`src/plsc_pkg.sv`:
```
// Constants shared by the phase locked sample clock and its sample timer.
// Assumes a single 20 MHz clock and a 60 Hz nominal power system.
package plsc_pkg;

	// -------------------------------------------------------------
	// Clock and sampling geometry
	// -------------------------------------------------------------
	localparam int unsigned CLK_HZ             = 20_000_000;  // Oscillator rate
	localparam int unsigned LINE_HZ            = 60;          // Nominal power frequency
	localparam int unsigned SAMPLES_PER_CYCLE  = 64;          // One tick per 1/64 cycle
	localparam int          FRAC_BITS          = 16;          // Fraction part of period
	localparam int          INT_BITS           = 16;          // Integer part of period
	localparam int          TS_BITS            = 8;           // Timestamp counter width
	localparam int          SEQ_BITS           = 4;           // Sequence number width
	localparam int          CYC_BITS           = 6;           // Sample index within a cycle

	// Nominal sample period, Q16.16 oscillator counts
	localparam logic [31:0] NOMINAL_PERIOD_Q   =
		32'((64'(CLK_HZ) << FRAC_BITS) / (LINE_HZ * SAMPLES_PER_CYCLE));
	localparam logic [15:0] NOMINAL_INT        = NOMINAL_PERIOD_Q[31:16];

	// -------------------------------------------------------------
	// Timer counts
	// -------------------------------------------------------------
	localparam logic [15:0] CNT_LAST           = 16'h0001;    // Count runs N down to 1
	localparam logic [1:0]  SUB_LAST           = 2'h3;        // Fourth sample of a group
	localparam logic [7:0]  TS_LAST            = 8'hff;       // Timestamp wrap point
	localparam logic [5:0]  CYCLE_FIRST        = 6'h00;       // First sample of a cycle

	// -------------------------------------------------------------
	// Loop filter time constants and gains (Q32 fixed point)
	// -------------------------------------------------------------
	localparam longint unsigned T_PHASE_S      = 10;          // Phase loop, seconds
	localparam longint unsigned T_FREQ_S       = 1000;        // Frequency loop, seconds
	localparam longint unsigned T_REPEAT_DIV   = 60;          // Step is 1/60 second
	localparam longint unsigned KP_NUM         = 2;           // Proportional numerator
	localparam longint unsigned SLEW_DIV       = 10_000;      // Slew 1/10000 Hz per second
	localparam int              GAIN_SHIFT     = 32;
	localparam longint unsigned GAIN_ONE       = 64'h1 << GAIN_SHIFT;
	localparam logic [31:0] INTEGRAL_GAIN_Q    =
		32'(GAIN_ONE / (T_REPEAT_DIV * T_PHASE_S * T_PHASE_S));
	localparam logic [31:0] PROPORTIONAL_GAIN_Q = 32'((KP_NUM * GAIN_ONE) / T_PHASE_S);
	localparam logic [31:0] FREQUENCY_GAIN_Q   = 32'(GAIN_ONE / (T_REPEAT_DIV * T_FREQ_S));
	// Largest period change per execution from the frequency path
	localparam logic [31:0] SLEW_STEP_Q        =
		32'(64'(NOMINAL_PERIOD_Q) / (LINE_HZ * SLEW_DIV * T_REPEAT_DIV));
	localparam logic signed [71:0] SLEW_LIMIT_I = 72'(SLEW_STEP_Q) <<< GAIN_SHIFT;

	// -------------------------------------------------------------
	// Timestamp exchange arithmetic (ticks of 1/64 cycle)
	// -------------------------------------------------------------
	localparam logic signed [11:0] ROLL_DELAY  = 12'sh100;    // Round trip rollover fix
	localparam logic signed [11:0] ROLL_OFFSET = 12'sh080;    // Offset rollover fix
	localparam logic [31:0] HALF_CYCLE_X2      = 32'h0000_0040; // Half cycle, doubled
	localparam logic signed [44:0] PHASE_MAX_Q = 45'sh0000_7fff_ffff;
	localparam logic signed [44:0] PHASE_MIN_Q = -45'sh0000_8000_0000;

	// Magnitude of a signed word, used for range and lock checks
	function automatic logic [31:0] plsc_abs32(input logic signed [31:0] v);
		plsc_abs32 = v[31] ? 32'(-v) : 32'(v);
	endfunction

endpackage

```
`src/plsc_period_if.sv`:
```
// Carrier between the loop filter and the sample timer.
// Assumes both ends share one clock; no crossing inside.
interface plsc_period_if;
	import plsc_pkg::*;

	logic [INT_BITS-1:0]  period_int;   // Integer part of sample period
	logic [FRAC_BITS-1:0] period_frac;  // Fraction part of sample period
	logic                 sample;       // One pulse per sample instant
	logic [TS_BITS-1:0]   ts_count;     // Sample count timestamp

	modport loop  (output period_int, output period_frac, input sample, input ts_count);
	modport timer (input period_int, input period_frac, output sample, output ts_count);
endinterface

```
`src/plsc_sample_timer.sv`:
```
// Sample timer: reloadable down counter with fractional carry and timestamp count.
// Assumes period_int is at least two and is driven from flip-flops.
module plsc_sample_timer
	import plsc_pkg::*;
(
	input wire logic     clk,
	input wire logic     rst,
	input wire logic     ce,
	plsc_period_if.timer pif
);

	// -------------------------------------------------------------
	// State
	// -------------------------------------------------------------
	logic [15:0] cnt_reg;       // Down counter
	logic [15:0] hold_reg;      // Integer part for rest of group
	logic [15:0] frac_acc_reg;  // Running fractional total
	logic [1:0]  sub_reg;       // Sample index within group of four
	logic        sample_reg;    // Sample pulse
	logic [7:0]  ts_reg;        // Timestamp counter

	wire logic        expire_w   = (cnt_reg == CNT_LAST);
	wire logic        reload_w   = expire_w && (sub_reg == SUB_LAST);
	wire logic [16:0] frac_sum_w = {1'b0, frac_acc_reg} + {1'b0, pif.period_frac};
	wire logic        carry_w    = frac_sum_w[16];

	// -------------------------------------------------------------
	// Counter, fraction and timestamp
	// -------------------------------------------------------------
	// Fraction total only moves at a reload, never cleared by a new period
	always_ff @(posedge clk) begin
		if (rst) begin
			cnt_reg      <= NOMINAL_INT;
			hold_reg     <= NOMINAL_INT;
			frac_acc_reg <= 16'h0000;
			sub_reg      <= 2'h0;
			sample_reg   <= 1'b0;
			ts_reg       <= 8'h00;
		end else if (ce) begin
			sample_reg <= expire_w;
			if (expire_w) begin
				ts_reg  <= ts_reg + 8'h01;
				sub_reg <= sub_reg + 2'h1;
			end
			if (reload_w) begin
				// no clear on a new period
				frac_acc_reg <= frac_sum_w[15:0];
				hold_reg     <= pif.period_int;
				cnt_reg      <= pif.period_int + 16'(carry_w);
			end else if (expire_w) begin
				cnt_reg <= hold_reg;
			end else begin
				cnt_reg <= cnt_reg - 16'h0001;
			end
		end
	end

	assign pif.sample   = sample_reg;
	assign pif.ts_count = ts_reg;

	// -------------------------------------------------------------
	// Checks
	// -------------------------------------------------------------
	AST_HOLD_IN_GROUP: assert property (@(posedge clk) disable iff (rst)
		ce && expire_w && !reload_w |=> cnt_reg == $past(hold_reg))
		else $error("Counter reloaded inside a group of four");
	AST_CARRY_ONCE: assert property (@(posedge clk) disable iff (rst)
		ce && reload_w |=> cnt_reg == $past(pif.period_int) + 16'($past(carry_w)))
		else $error("Reload value does not match integer plus carry");
	AST_FRAC_KEPT: assert property (@(posedge clk) disable iff (rst)
		!(ce && reload_w) |=> frac_acc_reg == $past(frac_acc_reg))
		else $error("Fraction total changed outside a reload");
	AST_TS_WRAP: assert property (@(posedge clk) disable iff (rst)
		ce && expire_w && ts_reg == TS_LAST |=> ts_reg == 8'h00 && sub_reg == 2'h0)
		else $error("Timestamp wrap not aligned to a reload");

endmodule // plsc_sample_timer

```
`src/plsc_top.sv`:
```
// Phase locked sample clock: loop filter, source selection, timestamp exchange.
// Assumes every input comes from logic on CLK; deviations are Q16.16 counts.

module plsc_top
	import plsc_pkg::*;
#(
	parameter logic [31:0] LOCK_THRESH_Q    = 32'h0001_0000,  // Lock threshold, Q16.16
	parameter int unsigned SLOW_EXEC_CYCLES = 3               // Cycles per run, slow link
)(
	input  wire logic               CLK,
	input  wire logic               RST,
	input  wire logic               CE,
	input  wire logic signed [31:0] CURR_DEV,
	input  wire logic               CURR_SUFFICIENT,
	input  wire logic signed [31:0] FREQ_DEV,
	input  wire logic               FREQ_AVAIL,
	input  wire logic               PP_VALID,
	input  wire logic        [7:0]  PP_T3,
	input  wire logic        [7:0]  PP_T2,
	input  wire logic        [7:0]  PP_T1,
	input  wire logic        [7:0]  PP_T0,
	input  wire logic               SLOW_LINK,
	input  wire logic               STAMP_REQ,
	output logic                    SAMPLE,
	output logic             [7:0]  TS_COUNT,
	output logic             [3:0]  SEQ_NUM,
	output logic             [7:0]  STAMP,
	output logic signed      [11:0] RTD,
	output logic                    USE_CURRENT,
	output logic                    LOCKED,
	output logic             [15:0] PERIOD_INT,
	output logic             [15:0] PERIOD_FRAC
);

	// -------------------------------------------------------------
	// Timer
	// -------------------------------------------------------------
	// The timer owns the sample strobe and the sample count; this level
	// only supplies the period halves and reads back the strobe and the count.
	plsc_period_if pif ();

	plsc_sample_timer u_timer (
		.clk (CLK),
		.rst (RST),
		.ce  (CE),
		.pif (pif.timer)
	);

	// -------------------------------------------------------------
	// State
	// -------------------------------------------------------------
	logic        [31:0] period_reg;    // Desired period, Q16.16
	logic signed [71:0] integ_reg;     // Shared integrator, Q.48
	logic signed [11:0] rtd_reg;       // Round trip delay, ticks
	logic signed [11:0] theta2_reg;    // Clock offset times two, ticks
	logic        [7:0]  stamp_reg;     // Captured timestamp
	logic        [1:0]  cyc_cnt_reg;   // Cycle count for slow link
	logic               use_curr_reg;  // Source used at last run
	logic               locked_reg;    // Lock flag

	// -------------------------------------------------------------
	// Timestamp exchange
	// -------------------------------------------------------------
	// Stamps arrive as a full set of four, newest in PP_T0
	// Twelve bits leave room for the 256 corrections and the sign
	// Differences taken wide so negative values survive
	wire logic signed [11:0] pp_a_w = $signed({4'h0, PP_T2}) - $signed({4'h0, PP_T3});
	wire logic signed [11:0] pp_b_w = $signed({4'h0, PP_T0}) - $signed({4'h0, PP_T1});
	// remote clock rolled between its two stamps
	wire logic pp_roll_remote_w = (PP_T2 > PP_T1);
	// local clock rolled between its two stamps
	wire logic pp_roll_local_w  = (PP_T3 > PP_T0);
	wire logic signed [11:0] pp_rd_fix_w =
		(pp_roll_remote_w ? -ROLL_DELAY : 12'sh000) + (pp_roll_local_w ? ROLL_DELAY : 12'sh000);
	// Offset held doubled, so its fix is doubled too
	wire logic signed [11:0] pp_of_fix_w =
		(pp_roll_remote_w ? -(ROLL_OFFSET <<< 1) : 12'sh000)
		+ (pp_roll_local_w ? (ROLL_OFFSET <<< 1) : 12'sh000);
	wire logic signed [11:0] pp_delta_w  = pp_a_w + pp_b_w + pp_rd_fix_w;
	wire logic signed [11:0] pp_theta2_w = pp_a_w - pp_b_w + pp_of_fix_w;

	// timestamp result refreshed on every exchange
	always_ff @(posedge CLK) begin
		if (RST) begin
			rtd_reg    <= 12'sh000;
			theta2_reg <= 12'sh000;
		end else if (CE && PP_VALID) begin
			rtd_reg    <= pp_delta_w;
			theta2_reg <= pp_theta2_w;
		end
	end

	// One tick is one nominal sample period of oscillator counts
	// Halving here undoes the doubled offset held in theta2_reg
	// Ticks to counts; saturates since a stale offset may be huge
	wire logic signed [44:0] pp_prod_w  = 45'(theta2_reg) * $signed({1'b0, NOMINAL_PERIOD_Q});
	wire logic signed [44:0] pp_half_w  = pp_prod_w >>> 1;
	wire logic signed [31:0] pp_phase_w =
		(pp_half_w > PHASE_MAX_Q) ? PHASE_MAX_Q[31:0] :
		(pp_half_w < PHASE_MIN_Q) ? PHASE_MIN_Q[31:0] : pp_half_w[31:0];

	// -------------------------------------------------------------
	// Source selection
	// -------------------------------------------------------------
	// Timestamp path has the wider range, so it vets the current path
	// Half a cycle is 32 ticks; the offset is doubled, hence 64
	// Offset starts at zero, so the current path is trusted from reset
	// timestamp offset within half a cycle
	wire logic pp_in_range_w = plsc_abs32(32'(theta2_reg)) < HALF_CYCLE_X2;
	wire logic use_curr_w    = CURR_SUFFICIENT && pp_in_range_w;
	wire logic signed [31:0] phase_sel_w = use_curr_w ? CURR_DEV : pp_phase_w;
	wire logic signed [31:0] freq_sel_w  = FREQ_AVAIL ? FREQ_DEV : 32'sh0000_0000;

	// -------------------------------------------------------------
	// Execution rate
	// -------------------------------------------------------------
	// A cycle starts at the sample whose count is a multiple of 64
	// The strobe is one enabled edge long, so CE low cannot repeat a run
	wire logic cycle_end_w = pif.sample && (pif.ts_count[CYC_BITS-1:0] == CYCLE_FIRST);
	wire logic cyc_last_w  = (cyc_cnt_reg == 2'(SLOW_EXEC_CYCLES - 1));
	// every cycle fast, every third slow
	wire logic exec_w      = cycle_end_w && (!SLOW_LINK || cyc_last_w);

	// Counts whole cycles between slow-link runs
	always_ff @(posedge CLK) begin
		if (RST) begin
			cyc_cnt_reg <= 2'h0;
		end else if (CE && cycle_end_w) begin
			cyc_cnt_reg <= cyc_last_w ? 2'h0 : cyc_cnt_reg + 2'h1;
		end
	end

	// -------------------------------------------------------------
	// Loop filter
	// -------------------------------------------------------------
	// Fixed point: deviations Q16.16, gains Q0.32, products Q.48
	// The shift by GAIN_SHIFT brings the sum back to Q16.16 counts
	// Wide accumulator so a long drift saturates nothing silently
	// gains are package constants from the time constants
	// ten second phase constant, critically damped
	wire logic signed [71:0] prop_w =
		72'(phase_sel_w) * 72'($signed({1'b0, PROPORTIONAL_GAIN_Q}));
	// input scaled by the 1/60 second step
	wire logic signed [71:0] int_w  =
		72'(phase_sel_w) * 72'($signed({1'b0, INTEGRAL_GAIN_Q}));
	wire logic signed [71:0] frq_raw_w =
		72'(freq_sel_w) * 72'($signed({1'b0, FREQUENCY_GAIN_Q}));
	// Clamp is per run, so a large frequency error is followed slowly
	// clamp frequency contribution per run
	wire logic signed [71:0] frq_w =
		(frq_raw_w > SLEW_LIMIT_I) ? SLEW_LIMIT_I :
		(frq_raw_w < -SLEW_LIMIT_I) ? -SLEW_LIMIT_I : frq_raw_w;
	// one accumulator for both integral paths
	wire logic signed [71:0] integ_next_w = integ_reg + int_w + frq_w;
	wire logic signed [71:0] adj_w = (integ_next_w + prop_w) >>> GAIN_SHIFT;
	// No period clamp: a runaway loop is left to the lock flag
	wire logic [31:0] period_next_w = NOMINAL_PERIOD_Q + adj_w[31:0];

	// Skipped slow-link cycles add nothing to the integral
	// unit delay holds the integral
	always_ff @(posedge CLK) begin
		if (RST) begin
			integ_reg <= 72'sh0;
		end else if (CE && exec_w) begin
			integ_reg <= integ_next_w;
		end
	end

	// timer picks it up at its next reload
	always_ff @(posedge CLK) begin
		if (RST) begin
			period_reg <= NOMINAL_PERIOD_Q;
		end else if (CE && exec_w) begin
			period_reg <= period_next_w;
		end
	end

	// Plain magnitude test with no hysteresis: a deviation sitting near
	// the threshold may toggle the flag from one run to the next
	// lock tracks the selected deviation size
	always_ff @(posedge CLK) begin
		if (RST) begin
			locked_reg   <= 1'b0;
			use_curr_reg <= 1'b0;
		end else if (CE && exec_w) begin
			locked_reg   <= plsc_abs32(phase_sel_w) < LOCK_THRESH_Q;
			use_curr_reg <= use_curr_w;
		end
	end

	// Timer reads these only at its reload edge, so a run in mid group
	// cannot stretch the samples already being counted
	// integer and fraction halves to the timer
	assign pif.period_int  = period_reg[31:16];
	assign pif.period_frac = period_reg[15:0];

	// -------------------------------------------------------------
	// Timestamp capture and outputs
	// -------------------------------------------------------------
	// snapshot the counter as it stands
	always_ff @(posedge CLK) begin
		if (RST) begin
			stamp_reg <= 8'h00;
		end else if (CE && STAMP_REQ) begin
			stamp_reg <= pif.ts_count;
		end
	end

	// Every output comes from a register here or in the timer
	// stamp and sequence leave on separate ports
	assign STAMP       = stamp_reg;
	// sequence is the count's top bits
	assign SEQ_NUM     = pif.ts_count[TS_BITS-1:TS_BITS-SEQ_BITS];
	assign TS_COUNT    = pif.ts_count;
	assign SAMPLE      = pif.sample;
	assign RTD         = rtd_reg;
	assign USE_CURRENT = use_curr_reg;
	assign LOCKED      = locked_reg;
	assign PERIOD_INT  = period_reg[31:16];
	assign PERIOD_FRAC = period_reg[15:0];

	// -------------------------------------------------------------
	// Checks
	// -------------------------------------------------------------
	AST_START_NOMINAL: assert property (@(posedge CLK)
		RST |=> period_reg == NOMINAL_PERIOD_Q && integ_reg == 72'sh0)
		else $error("Period not nominal after reset");
	AST_PERIOD_ONLY_ON_RUN: assert property (@(posedge CLK) disable iff (RST)
		!(CE && exec_w) |=> $stable(period_reg))
		else $error("Period changed outside a filter run");
	AST_SLOW_SKIP: assert property (@(posedge CLK) disable iff (RST)
		SLOW_LINK && CE && cycle_end_w && !cyc_last_w |=> $stable(integ_reg))
		else $error("Filter ran on a skipped cycle");
	AST_STAMP_DIRECT: assert property (@(posedge CLK) disable iff (RST)
		CE && STAMP_REQ |=> STAMP == $past(pif.ts_count))
		else $error("Stamp differs from sample count");
	AST_DELAY_ROLL: assert property (@(posedge CLK) disable iff (RST)
		CE && PP_VALID && pp_roll_remote_w && !pp_roll_local_w
		|=> RTD == $past(pp_a_w) + $past(pp_b_w) - ROLL_DELAY)
		else $error("Remote rollover not corrected by 256");
	AST_SRC_NEEDS_CURRENT: assert property (@(posedge CLK) disable iff (RST)
		CE && exec_w && !CURR_SUFFICIENT |=> !USE_CURRENT)
		else $error("Current source chosen without enough current");

	// Timestamp exchange and capture: local delay and remote offset rollover, and holding
	AST_LOCAL_ROLL: assert property (@(posedge CLK) disable iff (RST)
		CE && PP_VALID && pp_roll_local_w && !pp_roll_remote_w
		|=> RTD == $past(pp_a_w) + $past(pp_b_w) + ROLL_DELAY)
		else $error("Local rollover not corrected by 256");
	AST_OFFSET_ROLL: assert property (@(posedge CLK) disable iff (RST)
		CE && PP_VALID && pp_roll_remote_w && !pp_roll_local_w
		|=> theta2_reg == $past(pp_a_w) - $past(pp_b_w) - (ROLL_OFFSET <<< 1))
		else $error("Remote rollover not corrected by 128 in the offset");
	AST_RTD_HELD: assert property (@(posedge CLK) disable iff (RST)
		!(CE && PP_VALID) |=> $stable(RTD))
		else $error("Round trip delay changed without a stamp set");
	AST_STAMP_HELD: assert property (@(posedge CLK) disable iff (RST)
		!(CE && STAMP_REQ) |=> $stable(STAMP))
		else $error("Stamp changed without a request");

	// Loop filter: source choice, shared integrator, slew and lock
	AST_SRC_FOLLOWS: assert property (@(posedge CLK) disable iff (RST)
		CE && exec_w |=> USE_CURRENT == $past(CURR_SUFFICIENT && pp_in_range_w))
		else $error("Source choice does not follow current validity");
	AST_USE_NEEDS_RANGE: assert property (@(posedge CLK) disable iff (RST)
		CE && exec_w && !pp_in_range_w |=> !USE_CURRENT)
		else $error("Current source chosen with offset out of range");
	AST_INTEG_ON_RUN: assert property (@(posedge CLK) disable iff (RST)
		!(CE && exec_w) |=> $stable(integ_reg))
		else $error("Integrator moved outside a filter run");
	AST_FREQ_ZERO: assert property (@(posedge CLK) disable iff (RST)
		CE && exec_w && !FREQ_AVAIL |=> integ_reg == $past(integ_reg) + $past(int_w))
		else $error("Frequency path active without a measurement");
	AST_SLEW_BOUND: assert property (@(posedge CLK) disable iff (RST)
		CE && exec_w |=> integ_reg - $past(integ_reg) - $past(int_w) <= SLEW_LIMIT_I
		&& integ_reg - $past(integ_reg) - $past(int_w) >= -SLEW_LIMIT_I)
		else $error("Frequency step exceeds the slew limit");
	AST_LOCK_RULE: assert property (@(posedge CLK) disable iff (RST)
		CE && exec_w |=> LOCKED == ($past(plsc_abs32(phase_sel_w)) < LOCK_THRESH_Q))
		else $error("Lock flag does not match deviation size");

endmodule // plsc_top

```
`config.mk`:
```
export PLATFORM = sky130hd
export DESIGN_NAME = plsc_top
export DESIGN_NICKNAME = d
export VERILOG_FILES = /design/src/plsc_pkg.sv /design/src/plsc_period_if.sv /design/src/plsc_sample_timer.sv /design/src/plsc_top.sv
export SDC_FILE = /design/constraint.sdc
export NUM_CORES = 2
export LEC_CHECK = 0
export BUFFER_PORTS_ARGS = -buffer_cell sky130_fd_sc_hd__buf_2
export CORE_MARGIN = 2
export CORE_UTILIZATION = 55
export CTS_BUF_LIST = sky130_fd_sc_hd__clkbuf_8
export DETAILED_ROUTE_END_ITERATION = 8
export GPL_ROUTABILITY_DRIVEN = 0
export PLACE_DENSITY_LB_ADDON = 0.12
export SYNTH_ARGS = -nofsm -noshare
export SYNTH_HDL_FRONTEND = slang
export SYNTH_HIERARCHICAL = 1
export SYNTH_SLANG_ARGS = --single-unit
```
`constraint.sdc`:
```
create_clock -name CLK -period 24.4 [get_ports CLK]
set_clock_uncertainty 0.15 [all_clocks]
set_input_delay 4.88 -clock CLK [delete_from_list [all_inputs] [get_ports CLK]]
set_output_delay 4.88 -clock CLK [all_outputs]
set_load 0.01 [all_outputs]
```
**After elaboration in Yosys (flattened, before gate mapping)**

Cells that the tools add are included.

- Input bits: 104
- Output and inout port bits: 67
- Flip-flop bits (word level): 199
- Word-level logic and storage cells: 74

- Reductions and logical operators: 13
- Magnitude comparators: 8
- Multiply operators: 4
- Add/sub/neg operators: 19
- Eq/ne operators: 3
- Mux-type cells: 13

Operators with widths:

| cell | count |
|---|---|
| 32-bit two-way mux | 6 |
| 72-bit two-way mux | 2 |
| 72-bit by 53-bit adder with 72-bit output | 1 |
| 72-bit adder | 1 |
| 64-bit by 63-bit adder with 64-bit output | 1 |
| 32-bit by 31-bit multiplier with 63-bit output, second input constant | 1 |
| 32-bit by 21-bit multiplier with 53-bit output, second input constant | 1 |
| 50-bit by 37-bit > comparator with 1-bit output, second input constant | 1 |
| 50-bit by 37-bit less-than comparator with 1-bit output, second input constant | 1 |
| 32-bit by 17-bit multiplier with 49-bit output, second input constant | 1 |
| 12-bit by 30-bit multiplier with 42-bit output, second input constant | 1 |
| 41-bit by 32-bit > comparator with 1-bit output, second input constant | 1 |
| 41-bit by 32-bit less-than comparator with 1-bit output, second input constant | 1 |
| 29-bit by 32-bit adder with 32-bit output, first input constant | 1 |
| 32-bit by 17-bit less-than comparator with 1-bit output, second input constant | 1 |
| 32-bit by 7-bit less-than comparator with 1-bit output, second input constant | 1 |
| 16-bit two-way mux | 2 |
| 12-bit negator with 32-bit output | 1 |
| 32-bit negator | 1 |
| 10-bit by 12-bit adder with 12-bit output | 2 |
| 8-bit by 8-bit subtractor with 9-bit output | 2 |
| 16-bit by 16-bit adder with 17-bit output | 1 |
| 16-bit by 1-bit adder with 16-bit output | 1 |
| 16-bit by 1-bit equality test with 1-bit output, second input constant | 1 |
| other kinds (16) | 27 |

**Longest topological paths before layout**

- Word-level depth: 10
- Depth in mapped cells: 83
- Mapped depth without buffers: 80

**Modules after synthesis**

Netlist, hierarchy kept.

Modules (own cells, without submodules):

| module | instances | area an instance (um^2) | cells each | sequential area each (um^2) |
|---|---|---|---|---|
| plsc_top | 1 | 63111.8 | 7043 | 2622.5 |
| plsc_sample_timer | 1 | 3612.2 | 475 | 1181.1 |

**Worst setup path after synthesis**

Ideal clock, no wire load.

- Path type: in2reg
- From: input FREQ_AVAIL
- To: register period_reg[26]
- Stages on the path: 74
- Data arrival time: 22.794 ns
- Path buffers: 4
- Setup time: 0.120 ns
- Setup slack: 1.336 ns
- Data required time: 24.130 ns
- Path through: clkbuf_1 -> clkbuf_1 -> and2_1 -> ha_1 -> inv_1 -> fa_1 -> fa_1 -> inv_1 -> fa_1 -> inv_1 -> fa_1 -> inv_1 -> fa_1 -> ha_1 -> clkbuf_1 -> a21o_1 -> a2111oi_2 -> o211ai_1 -> (+38 left out) -> inv_1 -> ha_1 -> and3_1 -> a221o_1 -> a32o_1 -> o21ai_0 -> a211o_1 -> nand3_4 -> a2111oi_2 -> o311ai_2 -> a2111oi_1 -> nor3_2 -> xor2_1 -> nand4_1 -> nor2b_1 -> xor2_1 -> nor2_1 -> a211o_1

- Cells in the longest elaborated chain, start to end: 8
- Elaborated cells between the ends (all ways): 9
- Classes of those cells: 3 x add/sub; 1 x mul; 2 x order compare; 3 x mux

RTL lines:

| what | RTL line | RTL |
|---|---|---|
| from (decl) | plsc_top.sv:16 | `input wire logic FREQ_AVAIL,` |
| 32-bit two-way mux * | plsc_top.sv:112 | `wire logic signed [31:0] freq_sel_w = FREQ_AVAIL ? FREQ_DEV : 32'sh0000_0000;` |
| 32-bit by 17-bit multiplier with 49-bit output * | plsc_top.sv:147 | `72'(freq_sel_w) * 72'($signed({1'b0, FREQUENCY_GAIN_Q}));` |
| 50-bit by 37-bit less-than comparator with 1-bit output | plsc_top.sv:152 | `(frq_raw_w < -SLEW_LIMIT_I) ? -SLEW_LIMIT_I : frq_raw_w;` |
| 72-bit two-way mux | plsc_top.sv:152 |  |
| 72-bit two-way mux * | plsc_top.sv:151 | `(frq_raw_w > SLEW_LIMIT_I) ? SLEW_LIMIT_I :` |
| 72-bit adder * | plsc_top.sv:154 | `wire logic signed [71:0] integ_next_w = integ_reg + int_w + frq_w;` |
| net integ_next_w[30] | plsc_top.sv:154 |  |
| 64-bit by 63-bit adder with 64-bit output * | plsc_top.sv:155 | `wire logic signed [71:0] adj_w = (integ_next_w + prop_w) >>> GAIN_SHIFT;` |
| 29-bit by 32-bit adder with 32-bit output * | plsc_top.sv:157 | `wire logic [31:0] period_next_w = NOMINAL_PERIOD_Q + adj_w[31:0];` |
| to (signal assigned) | plsc_top.sv:174 | `period_reg <= period_next_w;` |
| to (decl) | plsc_top.sv:52 | `logic [31:0] period_reg;` |

Mark *: on every way through the listed nets, which the timed path passes. The rest lies on a longest branch.
A chain may end at the register's enable or synchronous reset.

**Worst setup path after layout**

- From: input FREQ_AVAIL
- To: register period_reg[24]

Same word-level chain as after synthesis.

==> summary.txt <==
Detailed routing
  • Routed length on met2: about 86000 um
  • Top Metal Used: met5
  • Drt initial violations: 4580
  • DR vias: 51894
  • Final ANT Viol Nets: 0
  • Final wirelength: just under 200000 um
  • Routed len/inst: 21.3 um
  • Vias/cell: about 5.6
  • Detailed-router iteration count before antenna repair: 8
  • Metal3 WL: 19100 um
  • # DRC: 0
  • WL met1: about 86000 um

Setup path
  • Setup crit end kind: flop
  • Slowest stage cell on the critical path: or4_4
  • CP Launch Point: FREQ_AVAIL
  • Critical path type: in -> reg
  • Max stage delay on crit path: approximately 0.60 ns
  • Cell mode on critical path: fa_1
  • Max Fanout on Critical Path: 23
  • Worst r2r src: theta2_reg[10]
  • Worst setup SP type: input port
  • WP data required: roughly 25 ns
  • CP arrival: between 20 and 25 ns

Floorplan
  • # IOs: 171
  • Die Span X: ~350 um
  • Initial Utilization: a little under three fifths
  • Die Ht: 352 um
  • Row count: between 100 and 150
  • Core Area: 120000 sq um
  • Die footprint: 124000 sq um

CTS
  • Root buf cell: clkbuf_8
  • H-tree level count: 4
  • Worst-path clk slew: 0.13 ns
  • CTS tree: done
  • Clk Latency, worst-skew pair: ~0.63 ns
  • CTS Buffer Depth: 2
  • CTS buffer count: 17
  • CTS Sinks: between 150 and 200

STA
  • Worst rel slew slack: ~8%
  • Fin worst setup slack: 0.860 ns
  • Final setup TNS: 0 ns
  • Slew @ Worst Pin: around 1.4 ns
  • Final Slew Violations: 0
  • FMAX: roughly 42 MHz
  • Final setup fails: 0
  • Min cycle time layout: around 24 ns
  • Period Utilization, post-route: 96.5%
  • Hold Violations, Final: 0

Synth
  • Share of flip-flops with an asynchronous set or reset: 0%
  • Post-synthesis sequential area ratio: 5.70%
  • Post-synthesis cell area: 66700 sq um
  • Library cells used by synthesis: ~120
  • Synth Instances: roughly 7500
  • #FFs+latches synth: 190
  • Synth area leader: fa_1
  • YS warnings: 6
  • Mapped Nets: between 9000 and 10000
  • Area contributors post-synth: fa_1 (37%), ha_1 (19%), inv_1 (12%)
  • Post-synth EDFFs: 0
  • Commonest register cell after synthesis: dfxtp_1
  • Synth top area share: between 30% and 40%
  • Syn_area_per_cell: 8.88 sq um

GRT
  • Initial antenna violation count: 7
  • First-pass GRT wire length: 311000 um
  • All-layer global routing usage: about a third
  • Vias in the first global route: about 53000
  • Aggregate global routing overflow: 0
  • Largest net degree at the start of global routing: 100

Status
  • Run status: completed

Hold path
  • Hold Crit Start: RTD[2]
  • Hold Path Class: reg -> reg

Final layout
  • Layout net count: between 10000 and 15000
  • Final Cell Area: between 70000 and 80000 sq um
  • Post-layout util: about three fifths
  • Share of layout cells above drive strength 1: just over 6%
  • Syn-to-layout area delta: 5.99%
  • Max reg flops: 64

Place
  • Dpl cell area: between 70000 and 80000 sq um
  • Port bufs: between 150 and 200
  • Pre-CTS setup slack: -0.310 ns
  • Dpl hpwl: 170000 um

Flow run
  • Max Cap Violations: 0
## cell usage in the layout (no fill, tap or decap), drive strengths merged, types with 40 or more instances in the layout
cell / synthesis / final
nand4: 59 / 59
xnor2: 250 / 250
and3: 40 / 40
ha: 1002 / 1002
inv: 2105 / 2116
nor2: 323 / 323
nand2: 415 / 415
and2: 68 / 68
nor3: 71 / 71
o21bai: 50 / 50
o21ai: 186 / 186
buf: 38 / 299
a211oi: 53 / 53
dfxtp: 190 / 190
nand3: 117 / 117
a21oi: 414 / 414
xor2: 128 / 128
nand2b: 48 / 48
fa: 1223 / 1223
a21o: 133 / 133
## per-layer routing
| layer | GRT usage [%] | up-vias |
|---|---|---|
| met5 | 0 | - |
| met4 | 11.2 | 6 |
| met3 | 7.33 | 366 |
| met2 | 49.6 | 2072 |
| met1 | 46.2 | 25603 |
| li1 | - | 23847 |
## final timing paths
kind	end	slack, ns	depth (start not counted)
worst max-delay path	period_reg[24]	0.86	70
worst min-delay path	RTD[2]	0.31	2
worst max register to register	period_reg[24]	2.14	74
worst min register to register	RTD[2]	0.31	2
## synthesized netlist by cell type, types with 33 or more instances
cell type,n
dfxtp_1,190
nand2_1,415
and3_1,39
o21a_1,35
inv_1,2103
nand4_1,58
nor3_1,67
o21bai_1,49
fa_1,1223
xnor2_1,250
ha_1,1002
xor2_1,128
nand3_1,115
a21o_1,132
and2_1,67
clkbuf_1,110
o21ai_0,171
nand2b_1,48
a211oi_1,50
nor2_1,321
a31oi_1,33
a21oi_1,409
## cells by family (layout without fill, tap and decap cells)
kind of cell,after synthesis,in the layout,synth area share [%]
other cells,1,4,0.00562
fa+ha+maj,2225,2225,55.5
flops,190,190,5.70
buf+inv,2255,2439,12.8
xor+xnor,378,378,4.96
compound gates,1159,1159,11.4
mux,13,13,0.203
simple gates,1297,1297,9.41
## through the flow
step | hold WS (ns) | instances
finish | 0.312 | 9317
global route | 0.332 | 9317
CTS | 0.312 | 9312
detailed placement | 0.294 | 9280
global placement | 0.287 | 9280
floorplan | 0.279 | 7518
## critical path: cells and delay by family
| family | cells | cell delay, ns |
|---|---|---|
| compound gates | 20 | 4.92 |
| xor+xnor | 3 | 0.60 |
| fa+ha+maj | 18 | 8.37 |
| buf+inv | 13 | 1.40 |
| simple gates | 16 | 3.78 |
## cell type report
class	count	area (sq um)
clock buffers	17	234
well taps	1612	2020
inverters	2107	7920
multi-input cells	5073	54700
repair buffers	300	1850
clock inverters	15	229
fillers	10910	49400
diodes	3	7.51
flip-flops and latches	190	3800
## timing repair
item | in CTS | in global routing
hold buffers | 0 | 0
setup buffers | 0 | 2
endpoints found under the setup margin | 0 | 19
gates resized for setup | 0 | 48
Power is not shown: default switching activity piles up to over one toggle a cycle in this logic, so the estimate is an artifact.
